$ cat src/hdl/qrw_defines.vh
// Constants for the quad read, burst wrap and software reset sequencer.
// Assumes a 200 MHz system clock; included by bare name.
`ifndef QRW_DEFINES_VH
`define QRW_DEFINES_VH

// Opcodes
`define QRW_OP_WORD_QREAD 8'he7
`define QRW_OP_OCTAL_QREAD 8'he3
`define QRW_OP_SET_WRAP 8'h77
`define QRW_OP_CRM_RESET 8'hff
`define QRW_OP_RST_ENABLE 8'h66
`define QRW_OP_RST 8'h99

// Field positions and values
`define QRW_CONT_HI 5
`define QRW_CONT_LO 4
`define QRW_CONT_KEEP 2'b10
`define QRW_CONT_RESET 8'h00
`define QRW_WRAP_RESET 3'b001
`define QRW_WRAP_DIS_BIT 0
`define QRW_WRAP_LEN_HI 2
`define QRW_WRAP_LEN_LO 1
`define QRW_WRAP_BASE 24'h000008

// Phase lengths in serial clocks
`define QRW_CMD_CLKS 5'h08
`define QRW_ADDR_CLKS 5'h06
`define QRW_MODE_CLKS 5'h02
`define QRW_WRAP_CLKS 5'h08

// Timing
`define QRW_CLK_NS 5
`define QRW_T_RCH_NS 3
`define QRW_T_RST_NS 30000
`define QRW_RCH_CYC_RAW ((`QRW_T_RCH_NS + `QRW_CLK_NS - 1) / `QRW_CLK_NS)
`define QRW_RCH_CYC ((`QRW_RCH_CYC_RAW < 1) ? 1 : `QRW_RCH_CYC_RAW)
`define QRW_RST_CYC (`QRW_T_RST_NS / `QRW_CLK_NS)

`endif

$ cat src/hdl/qrw_fifo.v
// Read data FIFO with a registered output stage.
// Assumes DEPTH is a power of two and AW is its log2.
`timescale 1ns/1ps

module qrw_fifo #(
  parameter WIDTH = 8,
  parameter DEPTH = 8,
  parameter AW = 3
) (
  // Clock and reset
  input wire clk_in,
  input wire rst_b_in,
  input wire flush_in,
  // Fill side
  input wire in_valid_in,
  input wire [WIDTH-1:0] in_data_in,
  output reg in_ready_out,
  // Drain side
  output reg out_valid_out,
  output reg [WIDTH-1:0] out_data_out,
  input wire out_ready_in
);

  localparam [AW:0] DEPTH_W = DEPTH[AW:0];

  reg [WIDTH-1:0] mem_r [0:DEPTH-1];
  reg [AW-1:0] wr_ptr_r;
  reg [AW-1:0] rd_ptr_r;
  reg [AW:0] count_r;

  wire push = in_valid_in & in_ready_out;
  wire load = (count_r != {(AW+1){1'b0}}) & (~out_valid_out | out_ready_in);
  wire [AW:0] count_nxt = count_r + {{AW{1'b0}}, push} - {{AW{1'b0}}, load};

  ////////////////////////////////////////////////////////////////////////////
  always @(posedge clk_in or negedge rst_b_in)
  begin
    if (!rst_b_in)
    begin
      wr_ptr_r <= {AW{1'b0}};
      rd_ptr_r <= {AW{1'b0}};
      count_r <= {(AW+1){1'b0}};
      in_ready_out <= 1'b1;
      out_valid_out <= 1'b0;
      out_data_out <= {WIDTH{1'b0}};
    end
    else if (flush_in)
    begin
      wr_ptr_r <= {AW{1'b0}};
      rd_ptr_r <= {AW{1'b0}};
      count_r <= {(AW+1){1'b0}};
      in_ready_out <= 1'b1;
      out_valid_out <= 1'b0;
    end
    else
    begin
      if (push)
        wr_ptr_r <= wr_ptr_r + {{(AW-1){1'b0}}, 1'b1};
      if (load)
        rd_ptr_r <= rd_ptr_r + {{(AW-1){1'b0}}, 1'b1};
      count_r <= count_nxt;
      in_ready_out <= (count_nxt < DEPTH_W);
      if (load)
      begin
        out_valid_out <= 1'b1;
        out_data_out <= mem_r[rd_ptr_r];
      end
      else if (out_ready_in)
        out_valid_out <= 1'b0;
    end
  end

  // Storage, no reset needed
  always @(posedge clk_in)
  begin
    if (push)
      mem_r[wr_ptr_r] <= in_data_in;
  end

endmodule // qrw_fifo

$ cat src/hdl/qrw_core.v
// Quad I/O read, burst wrap and software reset command sequencer.
// Assumes SPI mode 0 host pins, sampled on mclk_in; array behind mem_* ports.
//
// Function
// RULE1: Host gives even address for word quad read; two dummy clocks by default.
// RULE2: Both quad reads and wrap setting accepted only while quad_io_enable is set; continuous mode reads start without checking it.
// RULE3: Eight mode bits follow the address; upper nibble decides next opcode need.
// RULE4: Mode bits five:four equal 10 means next transaction starts with address.
// RULE5: Any other mode value means next transaction needs a full opcode.
// RULE6: Host may clock FFh on IO0 to leave continuous read mode.
// RULE7: Host releases IO lines before the first data falling edge.
// RULE8: Continuous read mode reset command clears all eight mode bits.
// RULE9: Word quad read dummy clock count comes from dummy_cycle_field.
// RULE10: Sixteen-byte aligned quad read has no dummy clocks at all.
// RULE11: Wrap command: opcode, 24 dummy bits, 8 wrap bits; keep bits six:four.
// RULE12: Wrap length codes select 8,16,32,64 bytes; disable bit stops wrapping.
// RULE13: Wrapped read starts at address, wraps at section end until deselect.
// RULE14: Stored wrap bits apply to all later quad reads until rewritten.
// RULE15: Power-on sets wrap disable bit to one.
// RULE16: Software reset clears mode bits, wrap bits and other volatile state.
// RULE17: Host restarts any operation interrupted by software reset.
// RULE18: Software reset is ignored during deep power-down.
// RULE19: Reset needs enable then reset command; host waits recovery time after.
// RULE20: Reset runs only if chip select rises after the hold delay.
// RULE21: Any command other than reset after enable cancels the enable.
// RULE22: Address, mode bits and data move four bits per clock.
`timescale 1ns/1ps
`include "qrw_defines.vh"

module qrw_core #(
  parameter RST_CYC = `QRW_RST_CYC,
  parameter FIFO_DEPTH = 8,
  parameter FIFO_AW = 3
) (
  // Clock and reset
  input wire mclk_in,
  input wire rst_b_in,
  // Serial pins
  input wire cs_b_in,
  input wire sclk_in,
  input wire [3:0] io_in,
  output reg [3:0] io_out,
  output reg [3:0] io_oe_out,
  // Configuration and device state
  input wire quad_io_enable_in,
  input wire [3:0] dummy_cycle_field_in,
  input wire deep_powerdown_in,
  // Array read port
  output reg mem_req_out,
  output reg [23:0] mem_addr_out,
  input wire mem_valid_in,
  input wire [7:0] mem_data_in,
  output wire mem_ready_out,
  // Status
  output reg [7:0] continuous_read_bits_out,
  output reg [2:0] burst_wrap_bits_out,
  output reg soft_reset_out,
  output reg reset_busy_out
);

  localparam ST_IDLE = 3'd0;
  localparam ST_CMD = 3'd1;
  localparam ST_ADDR = 3'd2;
  localparam ST_MODE = 3'd3;
  localparam ST_DUMMY = 3'd4;
  localparam ST_DATA = 3'd5;
  localparam ST_WRAP = 3'd6;
  localparam ST_SKIP = 3'd7;

  localparam integer RCH_CYC_I = `QRW_RCH_CYC;
  localparam [3:0] RCH_CYC = RCH_CYC_I[3:0];
  localparam [15:0] RST_CYC_W = RST_CYC[15:0];

  ////////////////////////////////////////////////////////////////////////////
  // Pin synchronisers
  reg cs_s1_r;
  reg cs_s2_r;
  reg cs_d_r;
  reg sck_s1_r;
  reg sck_s2_r;
  reg sck_d_r;
  reg [3:0] io_s1_r;
  reg [3:0] io_s2_r;

  always @(posedge mclk_in or negedge rst_b_in)
  begin
    if (!rst_b_in)
    begin
      cs_s1_r <= 1'b1;
      cs_s2_r <= 1'b1;
      cs_d_r <= 1'b1;
      sck_s1_r <= 1'b0;
      sck_s2_r <= 1'b0;
      sck_d_r <= 1'b0;
    end
    else
    begin
      cs_s1_r <= cs_b_in;
      cs_s2_r <= cs_s1_r;
      cs_d_r <= cs_s2_r;
      sck_s1_r <= sclk_in;
      sck_s2_r <= sck_s1_r;
      sck_d_r <= sck_s2_r;
    end
  end

  // IO line synchronisers, one pair per line
  genvar io_i;
  generate
    for (io_i = 0; io_i < 4; io_i = io_i + 1)
    begin : g_io_sync
      always @(posedge mclk_in or negedge rst_b_in)
      begin
        if (!rst_b_in)
        begin
          io_s1_r[io_i] <= 1'b0;
          io_s2_r[io_i] <= 1'b0;
        end
        else
        begin
          io_s1_r[io_i] <= io_in[io_i];
          io_s2_r[io_i] <= io_s1_r[io_i];
        end
      end
    end
  endgenerate

  // Pin edges; serial clock edges count only while selected
  wire cs_fall = cs_d_r & ~cs_s2_r;
  wire cs_rise = ~cs_d_r & cs_s2_r;
  wire sck_rise = ~cs_s2_r & sck_s2_r & ~sck_d_r;
  wire sck_fall = ~cs_s2_r & ~sck_s2_r & sck_d_r;

  ////////////////////////////////////////////////////////////////////////////
  // Sequencer state
  reg [2:0] state_r;
  reg [4:0] cnt_r;
  reg [23:0] shift_r;
  reg octal_r;
  reg rst_en_r;
  reg rst_arm_r;
  reg [3:0] hold_cnt_r;
  reg [15:0] busy_cnt_r;
  reg nib_hi_r;
  reg fifo_flush_r;

  wire [7:0] opcode = {shift_r[6:0], io_s2_r[0]};
  wire [7:0] mode_byte = {shift_r[3:0], io_s2_r};
  wire [23:0] addr_full = {shift_r[19:0], io_s2_r};
  wire cont_keep = (continuous_read_bits_out[`QRW_CONT_HI:`QRW_CONT_LO] == `QRW_CONT_KEEP);
  // Reset armed by 99h after 66h, fired at cs rise
  wire hold_ok = (hold_cnt_r >= RCH_CYC);
  wire do_soft_rst = cs_rise & rst_arm_r & hold_ok & ~deep_powerdown_in; // RULE18 RULE20

  // Address step, inside an aligned section unless the wrap disable bit is set
  wire [1:0] wrap_len = burst_wrap_bits_out[`QRW_WRAP_LEN_HI:`QRW_WRAP_LEN_LO];
  wire [23:0] wrap_mask = (`QRW_WRAP_BASE << wrap_len) - 24'h000001; // RULE12
  wire [23:0] addr_inc = mem_addr_out + 24'h000001;
  wire [23:0] addr_next = burst_wrap_bits_out[`QRW_WRAP_DIS_BIT] ? addr_inc :
    ((mem_addr_out & ~wrap_mask) | (addr_inc & wrap_mask)); // RULE13 RULE14

  // FIFO hookup
  wire fifo_valid;
  wire [7:0] fifo_data;
  wire fifo_pop = sck_fall & (state_r == ST_DATA) & ~nib_hi_r;
  wire fifo_push_ok = mem_valid_in & mem_req_out;

  qrw_fifo #(
    .WIDTH(8),
    .DEPTH(FIFO_DEPTH),
    .AW(FIFO_AW)
  ) u_fifo (
    .clk_in(mclk_in),
    .rst_b_in(rst_b_in),
    .flush_in(fifo_flush_r),
    .in_valid_in(fifo_push_ok),
    .in_data_in(mem_data_in),
    .in_ready_out(mem_ready_out),
    .out_valid_out(fifo_valid),
    .out_data_out(fifo_data),
    .out_ready_in(fifo_pop)
  );

  ////////////////////////////////////////////////////////////////////////////
  // Command sequencer
  always @(posedge mclk_in or negedge rst_b_in)
  begin
    if (!rst_b_in)
    begin
      state_r <= ST_IDLE;
      cnt_r <= 5'h00;
      shift_r <= 24'h000000;
      octal_r <= 1'b0;
      rst_en_r <= 1'b0;
      rst_arm_r <= 1'b0;
      hold_cnt_r <= 4'h0;
      busy_cnt_r <= 16'h0000;
      nib_hi_r <= 1'b1;
      fifo_flush_r <= 1'b1;
      io_out <= 4'h0;
      io_oe_out <= 4'h0;
      mem_req_out <= 1'b0;
      mem_addr_out <= 24'h000000;
      continuous_read_bits_out <= `QRW_CONT_RESET;
      burst_wrap_bits_out <= `QRW_WRAP_RESET; // RULE15
      soft_reset_out <= 1'b0;
      reset_busy_out <= 1'b0;
    end
    else
    begin
      soft_reset_out <= 1'b0;
      fifo_flush_r <= cs_s2_r;
      // Recovery window, new transactions skipped
      if (busy_cnt_r != 16'h0000)
        busy_cnt_r <= busy_cnt_r - 16'h0001;
      reset_busy_out <= (busy_cnt_r > 16'h0001) | do_soft_rst;
      if (rst_arm_r & ~hold_ok)
        hold_cnt_r <= hold_cnt_r + 4'h1;
      // Fetch address steps once per accepted byte
      if (mem_req_out & fifo_push_ok & mem_ready_out)
        mem_addr_out <= addr_next;

      if (cs_s2_r)
      begin
        state_r <= ST_IDLE;
        io_oe_out <= 4'h0;
        mem_req_out <= 1'b0;
        nib_hi_r <= 1'b1;
        cnt_r <= 5'h00;
        if (cs_rise)
          rst_arm_r <= 1'b0;
        if (do_soft_rst)
        begin
          continuous_read_bits_out <= `QRW_CONT_RESET; // RULE16
          burst_wrap_bits_out <= `QRW_WRAP_RESET; // RULE16
          rst_en_r <= 1'b0;
          soft_reset_out <= 1'b1;
          busy_cnt_r <= RST_CYC_W;
        end
      end
      else if (cs_fall)
      begin
        cnt_r <= 5'h00;
        if (busy_cnt_r != 16'h0000)
          state_r <= ST_SKIP;
        else if (cont_keep)
        begin
          state_r <= ST_ADDR; // RULE4
          rst_en_r <= 1'b0; // RULE21
        end
        else
          state_r <= ST_CMD; // RULE5
      end
      else if (sck_rise)
      begin
        rst_arm_r <= 1'b0;
        cnt_r <= cnt_r + 5'h01;
        case (state_r)
          ST_CMD:
          begin
            shift_r <= {shift_r[22:0], io_s2_r[0]};
            if (cnt_r == `QRW_CMD_CLKS - 5'h01)
            begin
              cnt_r <= 5'h00;
              state_r <= ST_SKIP;
              rst_en_r <= (opcode == `QRW_OP_RST_ENABLE) & ~deep_powerdown_in; // RULE21
              if (opcode == `QRW_OP_RST && rst_en_r)
              begin
                rst_arm_r <= 1'b1; // RULE19
                hold_cnt_r <= 4'h0;
              end
              if (quad_io_enable_in && (opcode == `QRW_OP_WORD_QREAD ||
                  opcode == `QRW_OP_OCTAL_QREAD)) // RULE2
              begin
                state_r <= ST_ADDR;
                octal_r <= (opcode == `QRW_OP_OCTAL_QREAD);
              end
              else if (quad_io_enable_in && opcode == `QRW_OP_SET_WRAP) // RULE2
                state_r <= ST_WRAP;
              else if (opcode == `QRW_OP_CRM_RESET)
                continuous_read_bits_out <= `QRW_CONT_RESET; // RULE8
            end
          end
          ST_ADDR:
          begin
            shift_r <= addr_full; // RULE22
            if (cnt_r == `QRW_ADDR_CLKS - 5'h01)
            begin
              cnt_r <= 5'h00;
              state_r <= ST_MODE;
              mem_addr_out <= addr_full;
              mem_req_out <= 1'b1;
            end
          end
          ST_MODE:
          begin
            shift_r <= {shift_r[19:0], io_s2_r};
            if (cnt_r == `QRW_MODE_CLKS - 5'h01)
            begin
              cnt_r <= 5'h00;
              continuous_read_bits_out <= mode_byte; // RULE3
              if (octal_r || dummy_cycle_field_in == 4'h0)
                state_r <= ST_DATA; // RULE10
              else
                state_r <= ST_DUMMY;
            end
          end
          ST_DUMMY:
          begin
            if (cnt_r == {1'b0, dummy_cycle_field_in} - 5'h01) // RULE9 RULE1
            begin
              cnt_r <= 5'h00;
              state_r <= ST_DATA;
            end
          end
          ST_WRAP:
          begin
            shift_r <= {shift_r[19:0], io_s2_r};
            if (cnt_r == `QRW_WRAP_CLKS - 5'h01)
            begin
              cnt_r <= 5'h00;
              state_r <= ST_SKIP;
              burst_wrap_bits_out <= shift_r[2:0]; // RULE11 RULE14
            end
          end
          default:
            cnt_r <= 5'h00;
        endcase
      end
      else if (sck_fall && state_r == ST_DATA)
      begin
        // Nibble out, high half of each byte first
        io_oe_out <= 4'hf;
        nib_hi_r <= ~nib_hi_r;
        if (nib_hi_r)
          io_out <= fifo_valid ? fifo_data[7:4] : 4'h0; // RULE22
        else
          io_out <= fifo_valid ? fifo_data[3:0] : 4'h0; // RULE22
      end
    end
  end

endmodule // qrw_core

$ cat config.mk
export PLATFORM = sky130hd
export DESIGN_NAME = qrw_core
export DESIGN_NICKNAME = d
export VERILOG_FILES = /design/src/hdl/qrw_fifo.v /design/src/hdl/qrw_core.v
export VERILOG_INCLUDE_DIRS = /design/src /design/src/hdl
export SDC_FILE = /design/constraint.sdc
export NUM_CORES = 1
export LEC_CHECK = 0
export ABC_AREA = 1
export BUFFER_PORTS_ARGS = -buffer_cell sky130_fd_sc_hd__buf_2
export CAP_MARGIN = 0
export CORE_UTILIZATION = 40
export CTS_CLUSTER_SIZE = 28
export DETAILED_ROUTE_END_ITERATION = 8
export HOLD_SLACK_MARGIN = 0.06
export PLACE_DENSITY = 0.6
export SYNTH_ARGS = -nofsm -noshare
export SYNTH_HDL_FRONTEND = slang
export SYNTH_HIERARCHICAL = 1
export SYNTH_SLANG_ARGS = --single-unit
$ cat constraint.sdc
create_clock -name mclk_in -period 2.5 [get_ports mclk_in]
set_input_delay 0.5 -clock mclk_in [delete_from_list [all_inputs] [get_ports mclk_in]]
set_output_delay 0.5 -clock mclk_in [all_outputs]
set_load 0.005 [all_outputs]
======== After elaboration in Yosys (flattened, before gate mapping) ========
Memories as Yosys holds them, arrays and structs flattened. A register that Yosys moved wholly into a read port is not among the register bits.
Index checks and enable logic that the tools add are counted.
cells by class
  $add $sub $neg .......................... 10
  order comparisons ....................... 3
  equality and inequality tests ........... 33
  shift operators ......................... 1
  muxes and demuxes ....................... 100
  bitwise operators ....................... 34
  reduce and logical (&&, ||, !) cells .... 38
operator list
  kind                                                             number
  2-to-1 mux 24 bit                                                7
  2-to-1 mux 8 bit                                                 9
  2-to-1 mux 3 bit                                                 20
  2-to-1 mux 4 bit                                                 15
  bitwise AND 24 bit                                               2
  2-to-1 mux 16 bit                                                3
  case mux 20 bit (2 select lines)                                 1
  2-to-1 mux 5 bit                                                 7
  2-to-1 mux 1 bit                                                 34
  equality test 8 bit (second input constant)                      4
  adder 24 x 1 -> 24 bit (second input constant)                   1
  inverter 24 bit                                                  1
  OR 24 bit                                                        1
  left shift 4 x 2 -> 24 bit (first input constant)                1
  subtractor 24 x 1 -> 24 bit (second input constant)              1
  != test 4 bit (second input constant)                            5
  case mux 5 bit (4 select lines)                                  1
  bitwise AND 1 bit                                                18
  != test 3 bit (second input constant)                            6
  nonzero test 2 bit                                               9
  equality test 8 x 7 -> 1 bit (second input constant)             2
  greater-than comparator 16 x 1 -> 1 bit (second input constant)  1
  case mux 8 bit (2 select lines)                                  1
  nonzero test 16 bit                                              1
  other kinds (39)                                                 68
storage, ports and cells
  bits in registers ....................... 124
  memory bits (writable) .................. 64
  input bits .............................. 23
  output and inout port bits .............. 47
  word-level logic and storage cells ...... 256
  memories ................................ 1
memories
  name          depth  bits a word  rd ports  clocked after Yosys merged registers in  write ports  RTL line       text
  u_fifo.mem_r  8      8            1         1                                        1            qrw_fifo.v:26  reg [WIDTH-1:0] mem_r [0:DEPTH-1];

======== Longest topological paths before layout ========
  depth in word-level cells ............... 12
  depth in mapped cells ................... 17
  mapped depth without buffers ............ 17

======== Cells and area by module ========
Netlist, hierarchy kept.
modules (own cells, without submodules)
  module    instances  cells each  area each (um^2)  seq. area each (um^2)
  qrw_core  1          765         5938.2            2733.9
  qrw_fifo  1          369         3713.6            2423.6

======== Worst setup path before layout ========
Ideal clock, no wire load.
  path kind ............................... reg-to-reg
  start point ............................. register cs_s2_r
  end point ............................... register u_fifo.count_r[2]
  setup time .............................. 0.119 ns
  arrival time ............................ 2.168 ns
  required time ........................... 2.381 ns
  path slack .............................. 0.212 ns
  stages on the path, launching flop included .. 15
  path buffers ............................ 1
  clock period less this slack ............ 2.288 ns
  cell sequence ........................... dfstp_2 > buf_4 > nor3_1 > nand4_1 > nor2_1 > inv_1 > nand2_1 > nand2_1 > inv_1 > nand2_1 > nand2_1 > ha_1 > fa_1 > xnor2_1 > nor2_1
between the ends
  cells in the longest elaborated chain, start to end .. 9
RTL lines
  what                             RTL line        text
  start, declared                  qrw_core.v:77   reg cs_s2_r;
  start signal, assigned           qrw_core.v:99   cs_s2_r <= cs_s1_r;
  inverter 1 bit (no line)         -
  bitwise AND 1 bit (2 in series)  qrw_core.v:132  wire sck_fall = ~cs_s2_r & ~sck_s2_r & sck_d_r;
  bitwise AND 1 bit (2 in series)  qrw_core.v:165  wire fifo_pop = sck_fall & (state_r == ST_DATA) & ~nib_hi_r;
  named net fifo_pop               qrw_core.v:165
  OR 1 bit                         qrw_fifo.v:32   wire load = (count_r != {(AW+1){1'b0}}) & (~out_valid_out | out_ready_in);
  bitwise AND 1 bit                qrw_fifo.v:32
  subtractor 4 x 1 -> 4 bit        qrw_fifo.v:33   wire [AW:0] count_nxt = count_r + {{AW{1'b0}}, push} - {{AW{1'b0}}, load};
  2-to-1 mux 4 bit                 qrw_fifo.v:47   else if (flush_in)
  end signal, assigned             qrw_fifo.v:42   count_r <= {(AW+1){1'b0}};
  end signal, assigned             qrw_fifo.v:51   count_r <= {(AW+1){1'b0}};
  end signal, assigned             qrw_fifo.v:61   count_r <= count_nxt;
  end, declared                    qrw_fifo.v:29   reg [AW:0] count_r;
The timed path passes the listed nets, and every way through them passes these cells.
A chain may end at the register's enable or synchronous reset.

======== Final worst setup path ========
Ends and elaborated chain as after synthesis.

==> impl_metrics.csv <==
group,metric,value,unit
cts,cts.sinks,193,
grt,antenna_found_initial,0,
timing,max_slew_margin,54.9,%
floorplanning,die_x,157,microns
power,p_total,8.64,mW
cts,cts_tree,"done",
floorplanning,die_y,157,microns
critical_path,cp_max_fo,4,
synthesis,synthTopCellsByArea,"dfrtp_1 (32%), edfxtp_1 (20%), nand2_1 (11%)",
timing,tightest_slew,0.671,ns
detailed_routing,drcViolationCount,0,
synthesis,synth-seq-area-share,53.4,%
cells_and_area,final_net_count,1250,
critical_path,slowest_delay,0.53,ns
critical_path,startpoint_type,"flip-flop",
detailed_routing,viasPerCell,4.87,
run,maxCapViolations,0,
critical_path,critPathArrivalTime,2.59,ns
power,ir_drop,0.421,mV
cells_and_area,fillers,2324,
synthesis,synth.distinct_cells,47,
cts,clockBufferDepth,2,
cells_and_area,insertedDiodeCount,0,
placement,place.gp.congestion,0.863,
detailed_routing,via_count,7508,
timing,hold_viol,0,
cts,cts-htree-levels,4,
critical_path,end_kind,"flip-flop",
detailed_routing,wl_per_cell,14.2,microns
timing,period_share,91.0,%
floorplanning,pin_count,70,
floorplanning,core,23500,sq um
cells_and_area,syn_to_final_growth,13.9,%
timing,period_needed,2.28,ns
detailed_routing,drtIter0Drc,596,
cells_and_area,drive_gt1_share,12.8,%
grt,grt_max_degree,51,
synthesis,netlist.area_leader.share,31.9,%
timing,slew_violations,0,
status,status,"finished, final reports clean",
detailed_routing,first_pass_iters,5,
placement,io_buffers,69,
critical_path,required,2.81,ns
synthesis,synth_most_common_cell,"nand2_1",
critical_path,cp.buffers_inverters,2,
placement,postPlaceCellArea,10400,sq um
timing,setup_viol,0,
grt,grt_overflow,0,
synthesis,yosysWarnings,6,
cts,cts_root_buf,"clkbuf_16",
critical_path,path_cells,"nor3_1 -> nand4_1 -> nor2_1 -> inv_1 -> nand2_1 -> nand2_1 -> inv_1 -> nand2_1 -> nand2_1 -> ha_1 -> fa_1 -> xnor2_1 -> nor2_1",
timing,tns,0,ns
min_path,hold_class,"primary input to flip-flop",
timing,clock-skew-final,0.0142,ns
synthesis,synth_top_area_cell,"dfrtp_1",
critical_path,cp_top_family,"simple AND/OR/NAND/NOR gates",
synthesis,synth_nets,1175,
floorplanning,die-area,24800,sq um
critical_path,cp_common_cell,"nand2_1",
timing,max_freq,439,MHz
critical_path,slowest_stage,"dfstp_2",
synthesis,synth_area,9650,sq um
synthesis,ys_async_sr_fraction,66.8,%
synthesis,postSynthCellCount,1134,
power,p_leak,5.11,nW
critical_path,worstSetupPathType,"flip-flop to flip-flop",
detailed_routing,drt-total-wl,21900,microns
detailed_routing,drtAntennaViolNets,0,
synthesis,synth.avg_cell_area,8.51,sq um
cells_and_area,finalNonFillerCells,1541,
power,power.density,786,nW/um^2
grt,grt_pass1_wl,35900,microns
timing,rsz0062_at_grt,"no",
floorplanning,rows,56,
synthesis,synth_top_cells_by_count,"nand2_1 (281), inv_1 (152), dfrtp_1 (123), nand3_1 (111), nor2_1 (104)",
cts,cts_made_buffers,17,
grt,grt_pass1_vias,7093,
synthesis,ys_seq_elements,193,
grt,grt_usage,18.7,%
placement,dp_hpwl,15500,microns
placement,dp_cells,1508,
cells_and_area,fin_area,11000,sq um
floorplanning,start_util,41.0,%
cts,clk-insertion-delay-late,0.44,ns
synthesis,synth-edff-count,64,
synthesis,ys.flop_type,"dfrtp_1",
cts,path_clk_slew,0.07,ns
==> routing by layer <==
layer	global-route usage, %	share of wire [%]	vias to the layer above
met5	0	0	-
met4	5.55	1.2	0
met3	3.06	3.5	16
met2	31.8	49	172
met1	24.4	47	3488
li1	-	-	3832
==> placed cells by master, fill, tap and decap left out, types with 7 or more instances in the layout <==
cell type	count
a21oi_1	47
buf_2	68
buf_4	21
clkbuf_16	17
dfrtp_1	123
edfxtp_1	64
ha_1	17
inv_1	152
inv_8	7
nand2_1	281
nand3_1	111
nand4_1	22
nor2_1	104
nor3_1	17
o21ai_0	67
xor2_1	20
==> logic make-up after synthesis <==
group                      Yosys count  synth area share [%]
AOI/OAI and AO/OA                  138                  7.73
DFF                                193                  53.4
buffers and inverters              198                  8.71
and+or+nand+nor                    561                  25.4
adders and majority gates           18                  2.41
xor gates and xnor gates            26                  2.36
==> path summary, 6_finish.rpt <==
| path | startpoint | to | slack, ns | cells after the start |
|---|---|---|---|---|
| setup / recovery | cs_s2_r$_DFF_PN1_ | u_fifo/count_r[2]$_DFF_PN0_ | 0.22 | 13 |
| hold / removal | cs_b_in | cs_s1_r$_DFF_PN1_ | 0.17 | 1 |
| setup reg to reg | cs_s2_r$_DFF_PN1_ | u_fifo/count_r[2]$_DFF_PN0_ | 0.22 | 13 |
| hold reg to reg | io_s1_r[0]$_DFF_PN0_ | addr_full[0]$_DFF_PN0_ | 0.35 | 0 |
| max in group asynchronous | rst_b_in | u_fifo/out_data_out[0]$_DFFE_PN0P_ | 1.30 | 3 |
| min in group asynchronous | rst_b_in | mem_addr_out[19]$_DFF_PN0_ | 0.53 | 2 |
==> stage by stage <==
| stage | setup slack [ns] | util, % | hold WS, ns |
|---|---|---|---|
| finish | 0.224 | 46.7 | 0.172 |
| CTS | 0.213 | 46.7 | 0.158 |
| global placement | 0.283 | 44.1 | 0.331 |
| global route | 0.0101 | 46.7 | 0.158 |
| detailed placement | 0.230 | 44.1 | 0.336 |
| floorplan | 0.212 | - | 0.204 |
==> registers in the layout, summed over array words and instances, names as in the netlist, 3 cells and up <==
signal,count
io_s1_r,4
continuous_read_bits_out,8
u_fifo/out_data_out,8
hold_cnt_r,4
shift_r,20
mem_addr_out,24
u_fifo/mem_r,64
burst_wrap_bits_out,3
cnt_r,5
addr_full,4
busy_cnt_r,16
u_fifo/count_r,4
u_fifo/wr_ptr_r,3
state_r,3
io_out,4
u_fifo/rd_ptr_r,3
==> final cells by class <==
type / instances / area (sq um) / share of cell area, %
Inverter: 161 / 612 / 5.57
Clock inverter: 15 / 186 / 1.70
Sequential cell: 193 / 5160 / 46.9
Tap cell: 319 / 399 / 3.63
Clock buffer: 17 / 425 / 3.87
Multi-Input combinational cell: 743 / 3650 / 33.2
Timing Repair Buffer: 93 / 559 / 5.09
==> timing repair <==
| action | in CTS | in global routing |
|---|---|---|
| endpoints found under the setup margin | 0 | 2 |
| hold buffers | 1 | 0 |
| buffers inserted | 0 | 0 |
| hold endpoints to repair | 35 | 0 |
| resized for setup | 0 | 0 |
==> power by group <==
| group | internal [mW] | leakage (nW) | switching (mW) | total, mW |
|---|---|---|---|---|
| clock | 1.38 | 0.300 | 1.41 | 2.79 |
| sequential | 3.65 | 2.11 | 0.375 | 4.02 |
| combinational | 0.625 | 2.70 | 1.21 | 1.83 |
| total | 5.65 | 5.11 | 2.99 | 8.64 |
No activity file was read; power rests on OpenSTA's default activity.
